`src/design/esm_pkg.sv`:
```
// Shared constants for the emergency-stop safety monitor
package esm_pkg;
  // Stop inputs and channel layout
  localparam int NUM_STOPS = 12;
  // Sampling clock and channel-skew window
  localparam longint unsigned CLK_HZ = 64'd20_000_000;
  localparam longint unsigned SKEW_MS = 64'd400;
  localparam longint unsigned SKEW_CYCLES = (SKEW_MS * CLK_HZ) / 64'd1000;
  // Register byte offsets
  localparam logic [7:0] OFS_STATUS = 8'h00;
  localparam logic [7:0] OFS_IRQ_STATUS = 8'h04;
  localparam logic [7:0] OFS_IRQ_MASK = 8'h08;
  localparam logic [7:0] OFS_PAIR_FAULT = 8'h0C;
  // Status word fields
  localparam int ST_POS_LSB = 0;
  localparam int ST_NEG_LSB = 12;
  localparam int ST_REACT = 24;
  localparam int ST_FEEDBACK = 25;
  localparam int ST_OUTPUT = 26;
  localparam int ST_SAFE_SUPPLY = 27;
  localparam int ST_EXT_SUPPLY = 28;
  localparam int ST_SKEW_FAULT = 29;
  localparam int ST_PAIR_FAULT = 30;
  // Interrupt event bits
  localparam int IRQ_W = 5;
  localparam int EV_OPENED = 0;
  localparam int EV_CLOSED = 1;
  localparam int EV_SKEW = 2;
  localparam int EV_MISMATCH = 3;
  localparam int EV_SUPPLY = 4;
  localparam logic [IRQ_W-1:0] IRQ_MASK_RST = 5'h00;
  // AXI responses
  localparam logic [1:0] RESP_OKAY = 2'h0;
  localparam logic [1:0] RESP_SLVERR = 2'h2;
  // Register selector
  typedef enum {SEL_STATUS, SEL_IRQ_STATUS, SEL_IRQ_MASK, SEL_PAIR_FAULT, SEL_NONE} esm_sel_t;
endpackage : esm_pkg

```
`src/design/esm_monitor.sv`:
```
// Emergency-stop safety monitor with diagnostic status over AXI4-Lite
// Field inputs are taken as already synchronous to aclk.
//
// The AXI4-Lite slave port and the address map were left to the implementer.
`timescale 1ns/1ps
module esm_monitor #(
  parameter int ADDR_W = 8,
  parameter int SKEW_CYCLES = int'(esm_pkg::SKEW_CYCLES)
) (
  input wire logic aclk, // Sampling clock, 20 MHz
  input wire logic aresetn, // Synchronous reset, active low
  input wire logic [esm_pkg::NUM_STOPS-1:0] chan_pos, // Positive channels, 1 = closed
  input wire logic [esm_pkg::NUM_STOPS-1:0] chan_neg, // Negative channels, 1 = closed
  input wire logic contact_type_select, // 1 = dual contacts, 0 = single
  input wire logic reactivation_input, // 1 = request present
  input wire logic reactivation_monitor_strap, // 1 = strap closed
  input wire logic feedback_loop_input, // 1 = loop closed
  input wire logic safety_supply_ok, // Safety system supply present
  input wire logic ext_supply_ok, // External module supply present
  input wire logic ext_supply_monitor_strap, // 1 = supply loss is monitored
  output logic safety_output_one, // First safety output, 1 = closed
  output logic safety_output_two, // Second safety output, 1 = closed
  output logic irq, // Level interrupt
  input wire logic [ADDR_W-1:0] s_axi_awaddr, // Write address
  input wire logic s_axi_awvalid, // Write address valid
  output logic s_axi_awready, // Write address ready
  input wire logic [31:0] s_axi_wdata, // Write data
  input wire logic [3:0] s_axi_wstrb, // Write byte strobes
  input wire logic s_axi_wvalid, // Write data valid
  output logic s_axi_wready, // Write data ready
  output logic [1:0] s_axi_bresp, // Write response
  output logic s_axi_bvalid, // Write response valid
  input wire logic s_axi_bready, // Write response ready
  input wire logic [ADDR_W-1:0] s_axi_araddr, // Read address
  input wire logic s_axi_arvalid, // Read address valid
  output logic s_axi_arready, // Read address ready
  output logic [31:0] s_axi_rdata, // Read data
  output logic [1:0] s_axi_rresp, // Read response
  output logic s_axi_rvalid, // Read data valid
  input wire logic s_axi_rready // Read data ready
);
  // Short local names for the common widths
  localparam int N = esm_pkg::NUM_STOPS;
  localparam int IW = esm_pkg::IRQ_W;

  // All state of the monitor except the skew timer in one register
  typedef struct packed {
    logic out;
    logic react_prev;
    logic skew_flt;
    logic supply_bad;
    logic [N-1:0] pend;
    logic [IW-1:0] irq_stat;
    logic [IW-1:0] irq_mask;
    logic bvalid;
    logic [1:0] bresp;
    logic rvalid;
    logic [1:0] rresp;
    logic [31:0] rdata;
  } esm_state_t;

  // Current and next state
  esm_state_t q;
  esm_state_t d;

  // Address decode shared by read and write paths
  function automatic esm_pkg::esm_sel_t reg_sel(input logic [ADDR_W-1:0] addr);
    logic [7:0] a;
    a = 8'(addr);
    if (addr[1:0] != 2'h0) begin
      reg_sel = esm_pkg::SEL_NONE;
    end else if (a == esm_pkg::OFS_STATUS) begin
      reg_sel = esm_pkg::SEL_STATUS;
    end else if (a == esm_pkg::OFS_IRQ_STATUS) begin
      reg_sel = esm_pkg::SEL_IRQ_STATUS;
    end else if (a == esm_pkg::OFS_IRQ_MASK) begin
      reg_sel = esm_pkg::SEL_IRQ_MASK;
    end else if (a == esm_pkg::OFS_PAIR_FAULT) begin
      reg_sel = esm_pkg::SEL_PAIR_FAULT;
    end else begin
      reg_sel = esm_pkg::SEL_NONE;
    end
  endfunction : reg_sel

  // Channel decode and aggregates
  logic dual;
  logic [N-1:0] neg_eff;
  logic [N-1:0] pair_mis;
  logic [N-1:0] pair_open;
  logic [N-1:0] pend_set;
  logic pos_all;
  logic neg_all;
  logic auto_mode;
  logic skew_expired;

  // single contacts shunt the whole negative pole
  assign dual = contact_type_select;
  assign neg_eff = dual ? chan_neg : {N{1'b1}};

  generate
    for (genvar gi = 0; gi < N; gi++) begin : g_pair
      assign pair_mis[gi] = dual & (chan_pos[gi] ^ chan_neg[gi]);
      assign pair_open[gi] = ~chan_pos[gi] & ~neg_eff[gi];
      // skew in automatic mode is timed, not latched
      assign pend_set[gi] = ~auto_mode & pair_mis[gi];
    end
  endgenerate

  assign pos_all = &chan_pos;
  assign neg_all = &neg_eff;
  // both straps shunted means automatic start-up
  assign auto_mode = reactivation_monitor_strap & reactivation_input;

  esm_skew_timer #(
    .CYCLES(SKEW_CYCLES)
  ) u_skew (
    .aclk(aclk),
    .aresetn(aresetn),
    .enable(auto_mode),
    .pos_closed(pos_all),
    .neg_closed(neg_all),
    .expired(skew_expired)
  );

  // Status, control and bus decode
  logic [31:0] status_word;
  logic stop_req;
  logic permit;
  logic trigger;
  logic [IW-1:0] events;
  logic wr_go;
  logic rd_go;
  esm_pkg::esm_sel_t wsel;
  esm_pkg::esm_sel_t rsel;

  // diagnostic word; low 26 bits are the discrete inputs
  always_comb begin
    status_word = 32'h0000_0000;
    status_word[esm_pkg::ST_POS_LSB +: N] = chan_pos;
    status_word[esm_pkg::ST_NEG_LSB +: N] = chan_neg;
    status_word[esm_pkg::ST_REACT] = reactivation_input;
    status_word[esm_pkg::ST_FEEDBACK] = feedback_loop_input;
    status_word[esm_pkg::ST_OUTPUT] = q.out;
    status_word[esm_pkg::ST_SAFE_SUPPLY] = safety_supply_ok;
    status_word[esm_pkg::ST_EXT_SUPPLY] = ext_supply_ok;
    status_word[esm_pkg::ST_SKEW_FAULT] = q.skew_flt;
    status_word[esm_pkg::ST_PAIR_FAULT] = |q.pend;
  end

  // any open contact or monitored supply loss forces a stop
  assign stop_req = ~(pos_all & neg_all) | ~safety_supply_ok
    | (ext_supply_monitor_strap & ~ext_supply_ok);

  // feedback loop closed and every pair self-checked
  assign permit = ~stop_req & feedback_loop_input & ~(|q.pend) & ~q.skew_flt & ~skew_expired;

  // edge or state start depending on strap
  assign trigger = reactivation_monitor_strap ? reactivation_input
    : (q.react_prev & ~reactivation_input);

  // AXI handshakes: write needs address and data together
  assign wr_go = s_axi_awvalid & s_axi_wvalid & ~q.bvalid;
  assign rd_go = s_axi_arvalid & ~q.rvalid;
  // One decoder serves both address channels
  assign wsel = reg_sel(s_axi_awaddr);
  assign rsel = reg_sel(s_axi_araddr);

  always_comb begin
    d = q;
    d.react_prev = reactivation_input;
    // outputs depend only on field inputs, never on bus writes
    if (stop_req) begin
      d.out = 1'b0;
    // close only on a valid reactivation
    end else if (!q.out && permit && trigger) begin
      d.out = 1'b1;
    end
    // mismatch pending until both channels opened
    if (!dual) begin
      d.pend = '0;
    end else begin
      // Automatic mode leaves channel skew to the window timer, so a
      // channel that recloses inside the window is not latched here
      d.pend = (q.pend | pend_set) & ~pair_open;
    end
    // latched skew fault, cleared once both poles have an open channel
    if (skew_expired) begin
      d.skew_flt = 1'b1;
    end else if (!pos_all && !neg_all) begin
      d.skew_flt = 1'b0;
    end
    // Supply fault level, kept for its rising edge
    d.supply_bad = ~safety_supply_ok | (ext_supply_monitor_strap & ~ext_supply_ok);
    // Events for the sticky interrupt status
    events = '0;
    events[esm_pkg::EV_OPENED] = q.out & ~d.out;
    events[esm_pkg::EV_CLOSED] = ~q.out & d.out;
    events[esm_pkg::EV_SKEW] = skew_expired & ~q.skew_flt;
    events[esm_pkg::EV_MISMATCH] = |(pend_set & ~q.pend);
    events[esm_pkg::EV_SUPPLY] = d.supply_bad & ~q.supply_bad;
    // Write path; the set of a new event wins over a one-to-clear
    if (q.bvalid && s_axi_bready) begin
      d.bvalid = 1'b0;
    end
    d.irq_stat = q.irq_stat;
    if (wr_go) begin
      d.bvalid = 1'b1;
      d.bresp = esm_pkg::RESP_OKAY;
      // Only byte lane 0 carries register bits
      case (wsel)
        esm_pkg::SEL_IRQ_STATUS: begin
          if (s_axi_wstrb[0]) begin
            d.irq_stat = q.irq_stat & ~s_axi_wdata[IW-1:0];
          end
        end
        esm_pkg::SEL_IRQ_MASK: begin
          if (s_axi_wstrb[0]) begin
            d.irq_mask = s_axi_wdata[IW-1:0];
          end
        end
        esm_pkg::SEL_STATUS, esm_pkg::SEL_PAIR_FAULT: begin
          d.bresp = esm_pkg::RESP_OKAY; // Read-only, write ignored
        end
        default: begin
          d.bresp = esm_pkg::RESP_SLVERR;
        end
      endcase
    end
    d.irq_stat = d.irq_stat | events;
    // read path returns live diagnostics, one cycle after the address
    if (q.rvalid && s_axi_rready) begin
      d.rvalid = 1'b0;
    end
    if (rd_go) begin
      d.rvalid = 1'b1;
      d.rresp = esm_pkg::RESP_OKAY;
      // Unmapped offsets read as zero with an error response
      case (rsel)
        esm_pkg::SEL_STATUS: d.rdata = status_word;
        esm_pkg::SEL_IRQ_STATUS: d.rdata = {{(32-IW){1'b0}}, q.irq_stat};
        esm_pkg::SEL_IRQ_MASK: d.rdata = {{(32-IW){1'b0}}, q.irq_mask};
        esm_pkg::SEL_PAIR_FAULT: d.rdata = {{(32-N){1'b0}}, q.pend};
        default: begin
          d.rdata = 32'h0000_0000;
          d.rresp = esm_pkg::RESP_SLVERR;
        end
      endcase
    end
  end

  always_ff @(posedge aclk) begin
    if (!aresetn) begin
      q <= '0;
      q.irq_mask <= esm_pkg::IRQ_MASK_RST;
    end else begin
      q <= d;
    end
  end

  // both outputs follow one control flop
  assign safety_output_one = q.out;
  assign safety_output_two = q.out;

  // Level interrupt from unmasked sticky bits
  assign irq = |(q.irq_stat & q.irq_mask);

  // Bus handshakes; write ready only with a full request present
  assign s_axi_awready = wr_go;
  assign s_axi_wready = wr_go;
  assign s_axi_bvalid = q.bvalid;
  assign s_axi_bresp = q.bresp;
  assign s_axi_arready = ~q.rvalid;
  assign s_axi_rvalid = q.rvalid;
  assign s_axi_rresp = q.rresp;
  assign s_axi_rdata = q.rdata;
endmodule : esm_monitor

```
`src/design/esm_skew_timer.sv`:
```
// Channel-skew window timer for automatic start-up
`timescale 1ns/1ps
module esm_skew_timer #(
  parameter int CYCLES = 8000000
) (
  input wire logic aclk, // Sampling clock
  input wire logic aresetn, // Synchronous reset, active low
  input wire logic enable, // Automatic start-up mode
  input wire logic pos_closed, // All positive channels closed
  input wire logic neg_closed, // All negative channels closed
  output logic expired // Skew longer than the window
);
  localparam int W = $clog2(CYCLES + 1);
  localparam logic [W-1:0] LIMIT = W'(CYCLES);

  typedef struct packed {
    logic [W-1:0] cnt;
    logic expired;
  } esm_tmr_t;

  esm_tmr_t q;
  esm_tmr_t d;

  // Count only while the two channels disagree
  always_comb begin
    d = q;
    if (!enable || (pos_closed == neg_closed)) begin
      d.cnt = '0;
      d.expired = 1'b0;
    end else if (q.cnt == LIMIT) begin
      d.expired = 1'b1; // Held until channels agree again or enable drops
    end else begin
      d.cnt = q.cnt + W'(1);
    end
  end

  always_ff @(posedge aclk) begin
    if (!aresetn) begin
      q <= '0;
    end else begin
      q <= d;
    end
  end

  assign expired = q.expired;
endmodule : esm_skew_timer

```
`config.mk`:
```
export PLATFORM = sky130hd
export DESIGN_NAME = esm_monitor
export DESIGN_NICKNAME = d
export VERILOG_FILES = /design/src/design/esm_pkg.sv /design/src/design/esm_monitor.sv /design/src/design/esm_skew_timer.sv
export SDC_FILE = /design/constraint.sdc
export NUM_CORES = 1
export LEC_CHECK = 0
export ABC_AREA = 1
export BUFFER_PORTS_ARGS = -buffer_cell sky130_fd_sc_hd__buf_2
export CAP_MARGIN = 40
export CORE_UTILIZATION = 40
export DETAILED_ROUTE_END_ITERATION = 8
export SLEW_MARGIN = 20
export SYNTH_ARGS = -nofsm -noshare
export SYNTH_HDL_FRONTEND = slang
export SYNTH_SLANG_ARGS = --single-unit
```
`constraint.sdc`:
```
create_clock -name aclk -period 3.85 [get_ports aclk]
set_clock_uncertainty 0.2 [all_clocks]
set_input_delay 0.385 -clock aclk [delete_from_list [all_inputs] [get_ports aclk]]
set_output_delay 0.385 -clock aclk [all_outputs]
set_load 0.01 [all_outputs]
```
Yosys cells after proc, flatten, opt, wreduce, memory -nomap -nowiden
Cells that the tools add are included.
{"block": "classes", "addsub": 1, "eq_ne": 14, "n_mux": 27, "n_bitwise": 114, "n_reduce_logical": 29}
{"op": "32-bit by 2-bit == test with 1-bit output (second input constant)", "count": 4}
{"op": "31-bit case mux with 4 select lines", "count": 1}
{"op": "32-bit by 1-bit == test with 1-bit output (second input constant)", "count": 2}
{"op": "32-bit logical NOT", "count": 2}
{"op": "1-bit bitwise AND", "count": 51}
{"op": "1-bit NOT", "count": 39}
{"op": "35-bit 2-to-1 mux", "count": 1}
{"op": "8-bit by 4-bit == test with 1-bit output (second input constant)", "count": 4}
{"op": "3-bit 2-to-1 mux", "count": 10}
{"op": "12-bit bitwise AND", "count": 2}
{"op": "12-bit NOT", "count": 2}
{"op": "12-bit AND reduction", "count": 2}
{"op": "12-bit OR reduction", "count": 2}
{"op": "23-bit by 1-bit adder with 23-bit output (second input constant)", "count": 1}
{"op": "23-bit == test (second input constant)", "count": 1}
{"op": "5-bit 2-to-1 mux", "count": 4}
{"op": "8-bit by 3-bit == test with 1-bit output (second input constant)", "count": 2}
{"op": "8-bit logical NOT", "count": 2}
{"op": "13-bit 2-to-1 mux", "count": 1}
{"op": "12-bit 2-to-1 mux", "count": 1}
{"op": "12-bit bitwise OR", "count": 1}
{"op": "1-bit XOR", "count": 12}
{"op": "5-bit bitwise AND", "count": 2}
{"op": "2-bit nonzero test", "count": 5}
{"op": "14 further kinds", "count": 31}
{"block": "totals", "ff_bits": 88, "in_bits": 90, "output_inout_bits": 44}

Depth between registers and ports, before layout
{"block": "depth", "word_depth": 18, "depth_mapped": 10, "ltp_nobuf": 10}

Hierarchy
A second synthesis with hierarchy kept.
{"block": "unflattened", "cells_unflattened": 745, "hier_area_um2": 4833.4}
{"module": "esm_monitor", "instances": 1, "cells_per_inst": 524, "area_per_inst_um2": 3432.0, "seq_area_each_um2": 1221.2}
{"module": "esm_skew_timer", "instances": 1, "cells_per_inst": 221, "area_per_inst_um2": 1401.3, "seq_area_each_um2": 480.5}

Worst setup path after synthesis
OpenSTA, ideal clock, no wires.
{"block": "synth_path", "path_type": "input to register", "from": "in chan_neg[6] (netlist name)", "to": "reg u_skew.q[17] (netlist name)", "setup_ns": 0.066, "t_arrival_ns": 1.539, "path_slack_ns": 2.045, "cell_stages": 10, "n_path_buf": 1, "path_cell_list": "nand2_1 > nor2_1 > a31oi_1 > inv_1 > ha_1 > nand3_2 > inv_2 > buf_4 > o21ai_1 > a21oi_2"}
{"block": "synth_via", "elab_chain_len": 5}
{"item": "start, declared", "line_no": "esm_monitor.sv:13", "rtl": "input wire logic [esm_pkg::NUM_STOPS-1:0] chan_neg,"}
{"item": "12-bit 2-to-1 mux", "line_no": "esm_monitor.sv:98", "rtl": "assign neg_eff = dual ? chan_neg : {N{1'b1}};"}
{"item": "12-bit AND reduction", "line_no": "esm_monitor.sv:110", "rtl": "assign neg_all = &neg_eff;"}
{"item": "1-bit == test", "line_no": "esm_skew_timer.sv:27", "rtl": "if (!enable || (pos_closed == neg_closed)) begin"}
{"item": "1-bit logical OR", "line_no": "esm_skew_timer.sv:27"}
{"item": "2-bit OR reduction (no line)"}
{"item": "end signal, assigned", "line_no": "esm_skew_timer.sv:39", "rtl": "q <= '0;"}
{"item": "end signal, assigned", "line_no": "esm_skew_timer.sv:41", "rtl": "q <= d;"}
{"item": "end, declared", "line_no": "esm_skew_timer.sv:21", "rtl": "esm_tmr_t q;"}
Every way passes these cells.
A chain may end at the register's enable or synchronous reset.

Worst setup path after layout
{"block": "layout_path", "from": "in chan_neg[2] (netlist name)", "to": "reg u_skew.q[5] (netlist name)"}
Same word-level chain as after synthesis.

==> run_results.csv <==
group,metric,value,unit
global_routing,grt_first_pass_wirelength,19100,um
clock_network,cts-root-to-sink-buffers,2,
finish,regArea,1700,um2
synth,synth_enable_flop_cells,0,
floorplanning,die_w,108,um
synth,async_set_reset_flop_share_out_of_synthesis,0,%
clock_network,post_cts_resized,0,
global_routing,vias_in_the_first_global_route,4085,
power_and_ir_drop,comb_power_share,8.9,%
global_routing,antenna_violations_before_repair,1,
synth,synth_top_flop_cell,"sky130_fd_sc_hd__dfxtp_1",
floorplanning,die_area,11800,um2
finish,n_antenna_cell,0,
detailed_routing,drc,0,
sta,timing.fmax,516,MHz
place,gp_routability_congestion,0.851,
sta,setup_viol_count_final,0,
sta,timing.setup.tns,0,ns
setup_path,worst-path-max-fanout,18,
detailed_routing,final_antenna_violating_net_count,0,
clock_network,cts_num_sinks,85,
synth,synthesis.area_per_instance,6.56,um2
finish,nets,848,
clock_network,clock_insertion_delay_worst_skew,0.34,ns
floorplanning,design.core.area,10900,um2
setup_path,worst_r2r_path_depth,8,
run,timing.max_cap.violations,0,
place,place_hpwl,8940,um
detailed_routing,route.vias.total,4392,
global_routing,grt-ovfl-total,0,
setup_path,end_kind,"flop",
setup_path,crit-reg2reg-launch,"s_axi_rvalid$_SDFFE_PN0P_",
finish,multiInputGateArea,2200,um2
setup_path,cp_slowest_cell,"sky130_fd_sc_hd__ha_1",
synth,post_synth_top_area_share,37.5,%
synth,most_numerous_cell_in_the_yosys_netlist,"sky130_fd_sc_hd__nand2_1",
detailed_routing,dr.pass1.iters,5,
synth,synth_top_cell_by_area,"sky130_fd_sc_hd__dfxtp_1",
floorplanning,pin_count,134,
synth,synthTopCellsByCount,"sky130_fd_sc_hd__nand2_1 (188), sky130_fd_sc_hd__nor2_1 (101), sky130_fd_sc_hd__dfxtp_1 (85)",
place,io_port_bufs,100,
global_routing,pin_count_of_the_biggest_net_entering_global_routing,33,
power_and_ir_drop,powerDensity,366,nW/um2
floorplanning,row_count,38,
floorplanning,floorplan.initialDensity,41.4,%
clock_network,h-tree-depth,3,
status,result_of_the_run,"complete, no violations",
clock_network,number_of_clock_buffers_inserted_by_tritoncts,9,
setup_path,path_class,"input pin to flop",
sta,finalCritPeriodShare,50.4,%
synth,synth.area.top_cells,"sky130_fd_sc_hd__dfxtp_1 (38%), sky130_fd_sc_hd__nand2_1 (16%), sky130_fd_sc_hd__nor2_1 (8.4%), sky130_fd_sc_hd__a21oi_1 (6.6%), sky130_fd_sc_hd__buf_4 (6.6%)",
setup_path,rrSetupSlack,1.97,ns
power_and_ir_drop,pwr-share-clk,43.4,%
sta,grt_setup_unrepaired,"no",
clock_network,post_cts_hold_buffer_count,0,
setup_path,rr_endpoint,"s_axi_rdata[21]$_SDFFE_PN0P_",
setup_path,cp.required,3.92,ns
power_and_ir_drop,static-leakage-power,2.43,nW
finish,layout-drive-gt1-share,18.4,%
power_and_ir_drop,internal_power,1.42,mW
power_and_ir_drop,power_frac_seq,47.7,%
clock_network,tritoncts,"yes",
synth,synth-warning-count,0,
sta,worst_slew_pin_tran,0.725,ns
synth,synth_sequential_area_ratio,37.5,%
detailed_routing,wire_length_after_detailed_routing,11700,um
synth,synthesized_cell_area,4530,um2
detailed_routing,detail_route.iter0.violations,206,
detailed_routing,routed_via_count_divided_by_cell_count,4.89,
floorplanning,die_height,108,um
clock_network,cts.reportedPaths.clkPinSlew,0.06,ns
hold_path,whs_path_cells,3,
synth,synthDistinctLibCells,34,
hold_path,timing.hold.worst.start,"s_axi_wdata[3]",
clock_network,clock_tree.root_cell,"sky130_fd_sc_hd__clkbuf_16",
detailed_routing,routedWlPerCell,13.0,um
sta,max_slew_margin,51.6,%
setup_path,crit_path_start_kind,"input pin",
finish,fin_cells,899,
power_and_ir_drop,power_switching,0.460,mW
finish,final_design_utilization,47.0,%
clock_network,post-cts-setup-buffer-count,0,
hold_path,worstHoldEndpoint,"q[41]$_SDFFE_PN0P_",
sta,final_hold_fails,0,
setup_path,arrival_time_of_data_at_the_critical_path_endpoint,2.01,ns
power_and_ir_drop,vdd_ir_drop_max,0.269,mV
sta,report.final.slew_viol_count,0,
power_and_ir_drop,power.share.switching,24.5,%
global_routing,global_route.usage.total,21.2,%
hold_path,hold_path_class,"input pin to flop",
setup_path,critPathMaxStageDelay,0.29,ns
sta,timing.final.ws_setup,1.91,ns
setup_path,critical_path.cell_chain,"buf_2 -> nand2_1 -> nor2_1 -> a31oi_1 -> inv_1 -> ha_1 -> nand3_2 -> inv_2 -> o21ai_0 -> a21oi_1",
sta,final_period_minus_worst_setup_slack,1.94,ns
finish,area_delta_synth_final,13.5,%
place,dp_slack,1.54,ns
finish,layout.filler_cells,1171,
synth,syn-instance-count,691,
synth,synth.ff_latch_count,85,
place,placed_cells,883,
==> worst max path at each step <==
stage	cells after the start	startpoint	slack [ns]	end
finish	10	chan_neg[2]	1.91	u_skew.q[5]$_SDFFE_PP0P_
global route	10	chan_neg[6]	1.72	u_skew.q[10]$_SDFFE_PP0P_
CTS	10	chan_neg[4]	1.88	u_skew.q[5]$_SDFFE_PP0P_
floorplan	10	chan_neg[6]	2.04	u_skew.q[17]$_SDFFE_PP0P_
detailed placement	10	chan_neg[4]	1.54	u_skew.q[8]$_SDFFE_PP0P_
global placement	10	chan_neg[2]	1.57	u_skew.q[5]$_SDFFE_PP0P_
==> area by class of cell <==
type	count	share of cell area, %
well taps	140	3.40
multi-input cells	482	42.8
inverters	74	5.40
clock inverters	1	0.0973
repair buffers	102	10.0
clock buffers	15	5.20
flip-flops and latches	85	33.1
==> logic make-up (layout without fill, tap and decap cells) <==
| group | after synthesis | count (layout) | synth area share (%) |
|---|---|---|---|
| buf+inv | 126 | 192 | 14.0 |
| flops | 85 | 85 | 37.5 |
| simple gates | 371 | 371 | 35.0 |
| fa+ha+maj | 4 | 4 | 1.10 |
| compound gates | 104 | 104 | 12.3 |
| other cells | 1 | 3 | 0.0827 |
==> registers in the layout, summed over array words and instances, names as in the netlist <==
name               count
q                     25
s_axi_bresp            1
s_axi_bvalid           1
s_axi_rdata           31
s_axi_rresp            1
s_axi_rvalid           1
safety_output_one      1
u_skew.expired         1
u_skew.q              23
==> layer usage <==
metal  part of all wire, %  track usage [%]  vias up
li1                      -                -     2276
met1                    44             25.1     1972
met2                    46             35.7      121
met3                   7.4             7.05       21
met4                   2.2             7.53        2
met5                  0.13                0        -
==> cells in the final DEF (no fill, tap or decap), types with 7 or more instances in the layout <==
cell / n
sky130_fd_sc_hd__a21oi_1: 60
sky130_fd_sc_hd__dfxtp_1: 85
sky130_fd_sc_hd__o21ai_1: 7
sky130_fd_sc_hd__o21ai_0: 22
sky130_fd_sc_hd__inv_1: 66
sky130_fd_sc_hd__buf_2: 100
sky130_fd_sc_hd__nand3_1: 38
sky130_fd_sc_hd__nand4_1: 7
sky130_fd_sc_hd__nand2_1: 188
sky130_fd_sc_hd__clkbuf_16: 9
sky130_fd_sc_hd__o21a_1: 10
sky130_fd_sc_hd__inv_2: 8
sky130_fd_sc_hd__nor3_1: 14
sky130_fd_sc_hd__nor2_1: 101
==> through the flow <==
stage / power [mW] / area [um2] / hold WS [ns]
after floorplan: 1.01 / 4540 / 0.208
after global placement: 1.08 / 4870 / 0.219
after detailed placement: 1.09 / 4870 / 0.222
after CTS: 1.91 / 5140 / 0.0905
after global routing: 1.96 / 5140 / 0.0944
final: 1.88 / 5140 / 0.0964
==> power by group through the flow <==
stage	clock (mW)	sequential, mW	combinational, mW
4_1_cts	0.842	0.898	0.168
3_5_place_dp	0	0.917	0.168
2_1_floorplan	0	0.916	0.0972
5_1_grt	0.872	0.899	0.189
3_3_place_gp	0	0.917	0.164
6_report	0.817	0.898	0.167
==> worst max-delay path: cells and delay by family <==
| kind | cells | cell delay [ns] |
|---|---|---|
| adders and majority gates | 1 | 0.29 |
| buffers and inverters | 3 | 0.51 |
| AOI/OAI and AO/OA | 3 | 0.50 |
| and+or+nand+nor | 3 | 0.31 |
Note: power is estimated with default switching activity, not from simulation.
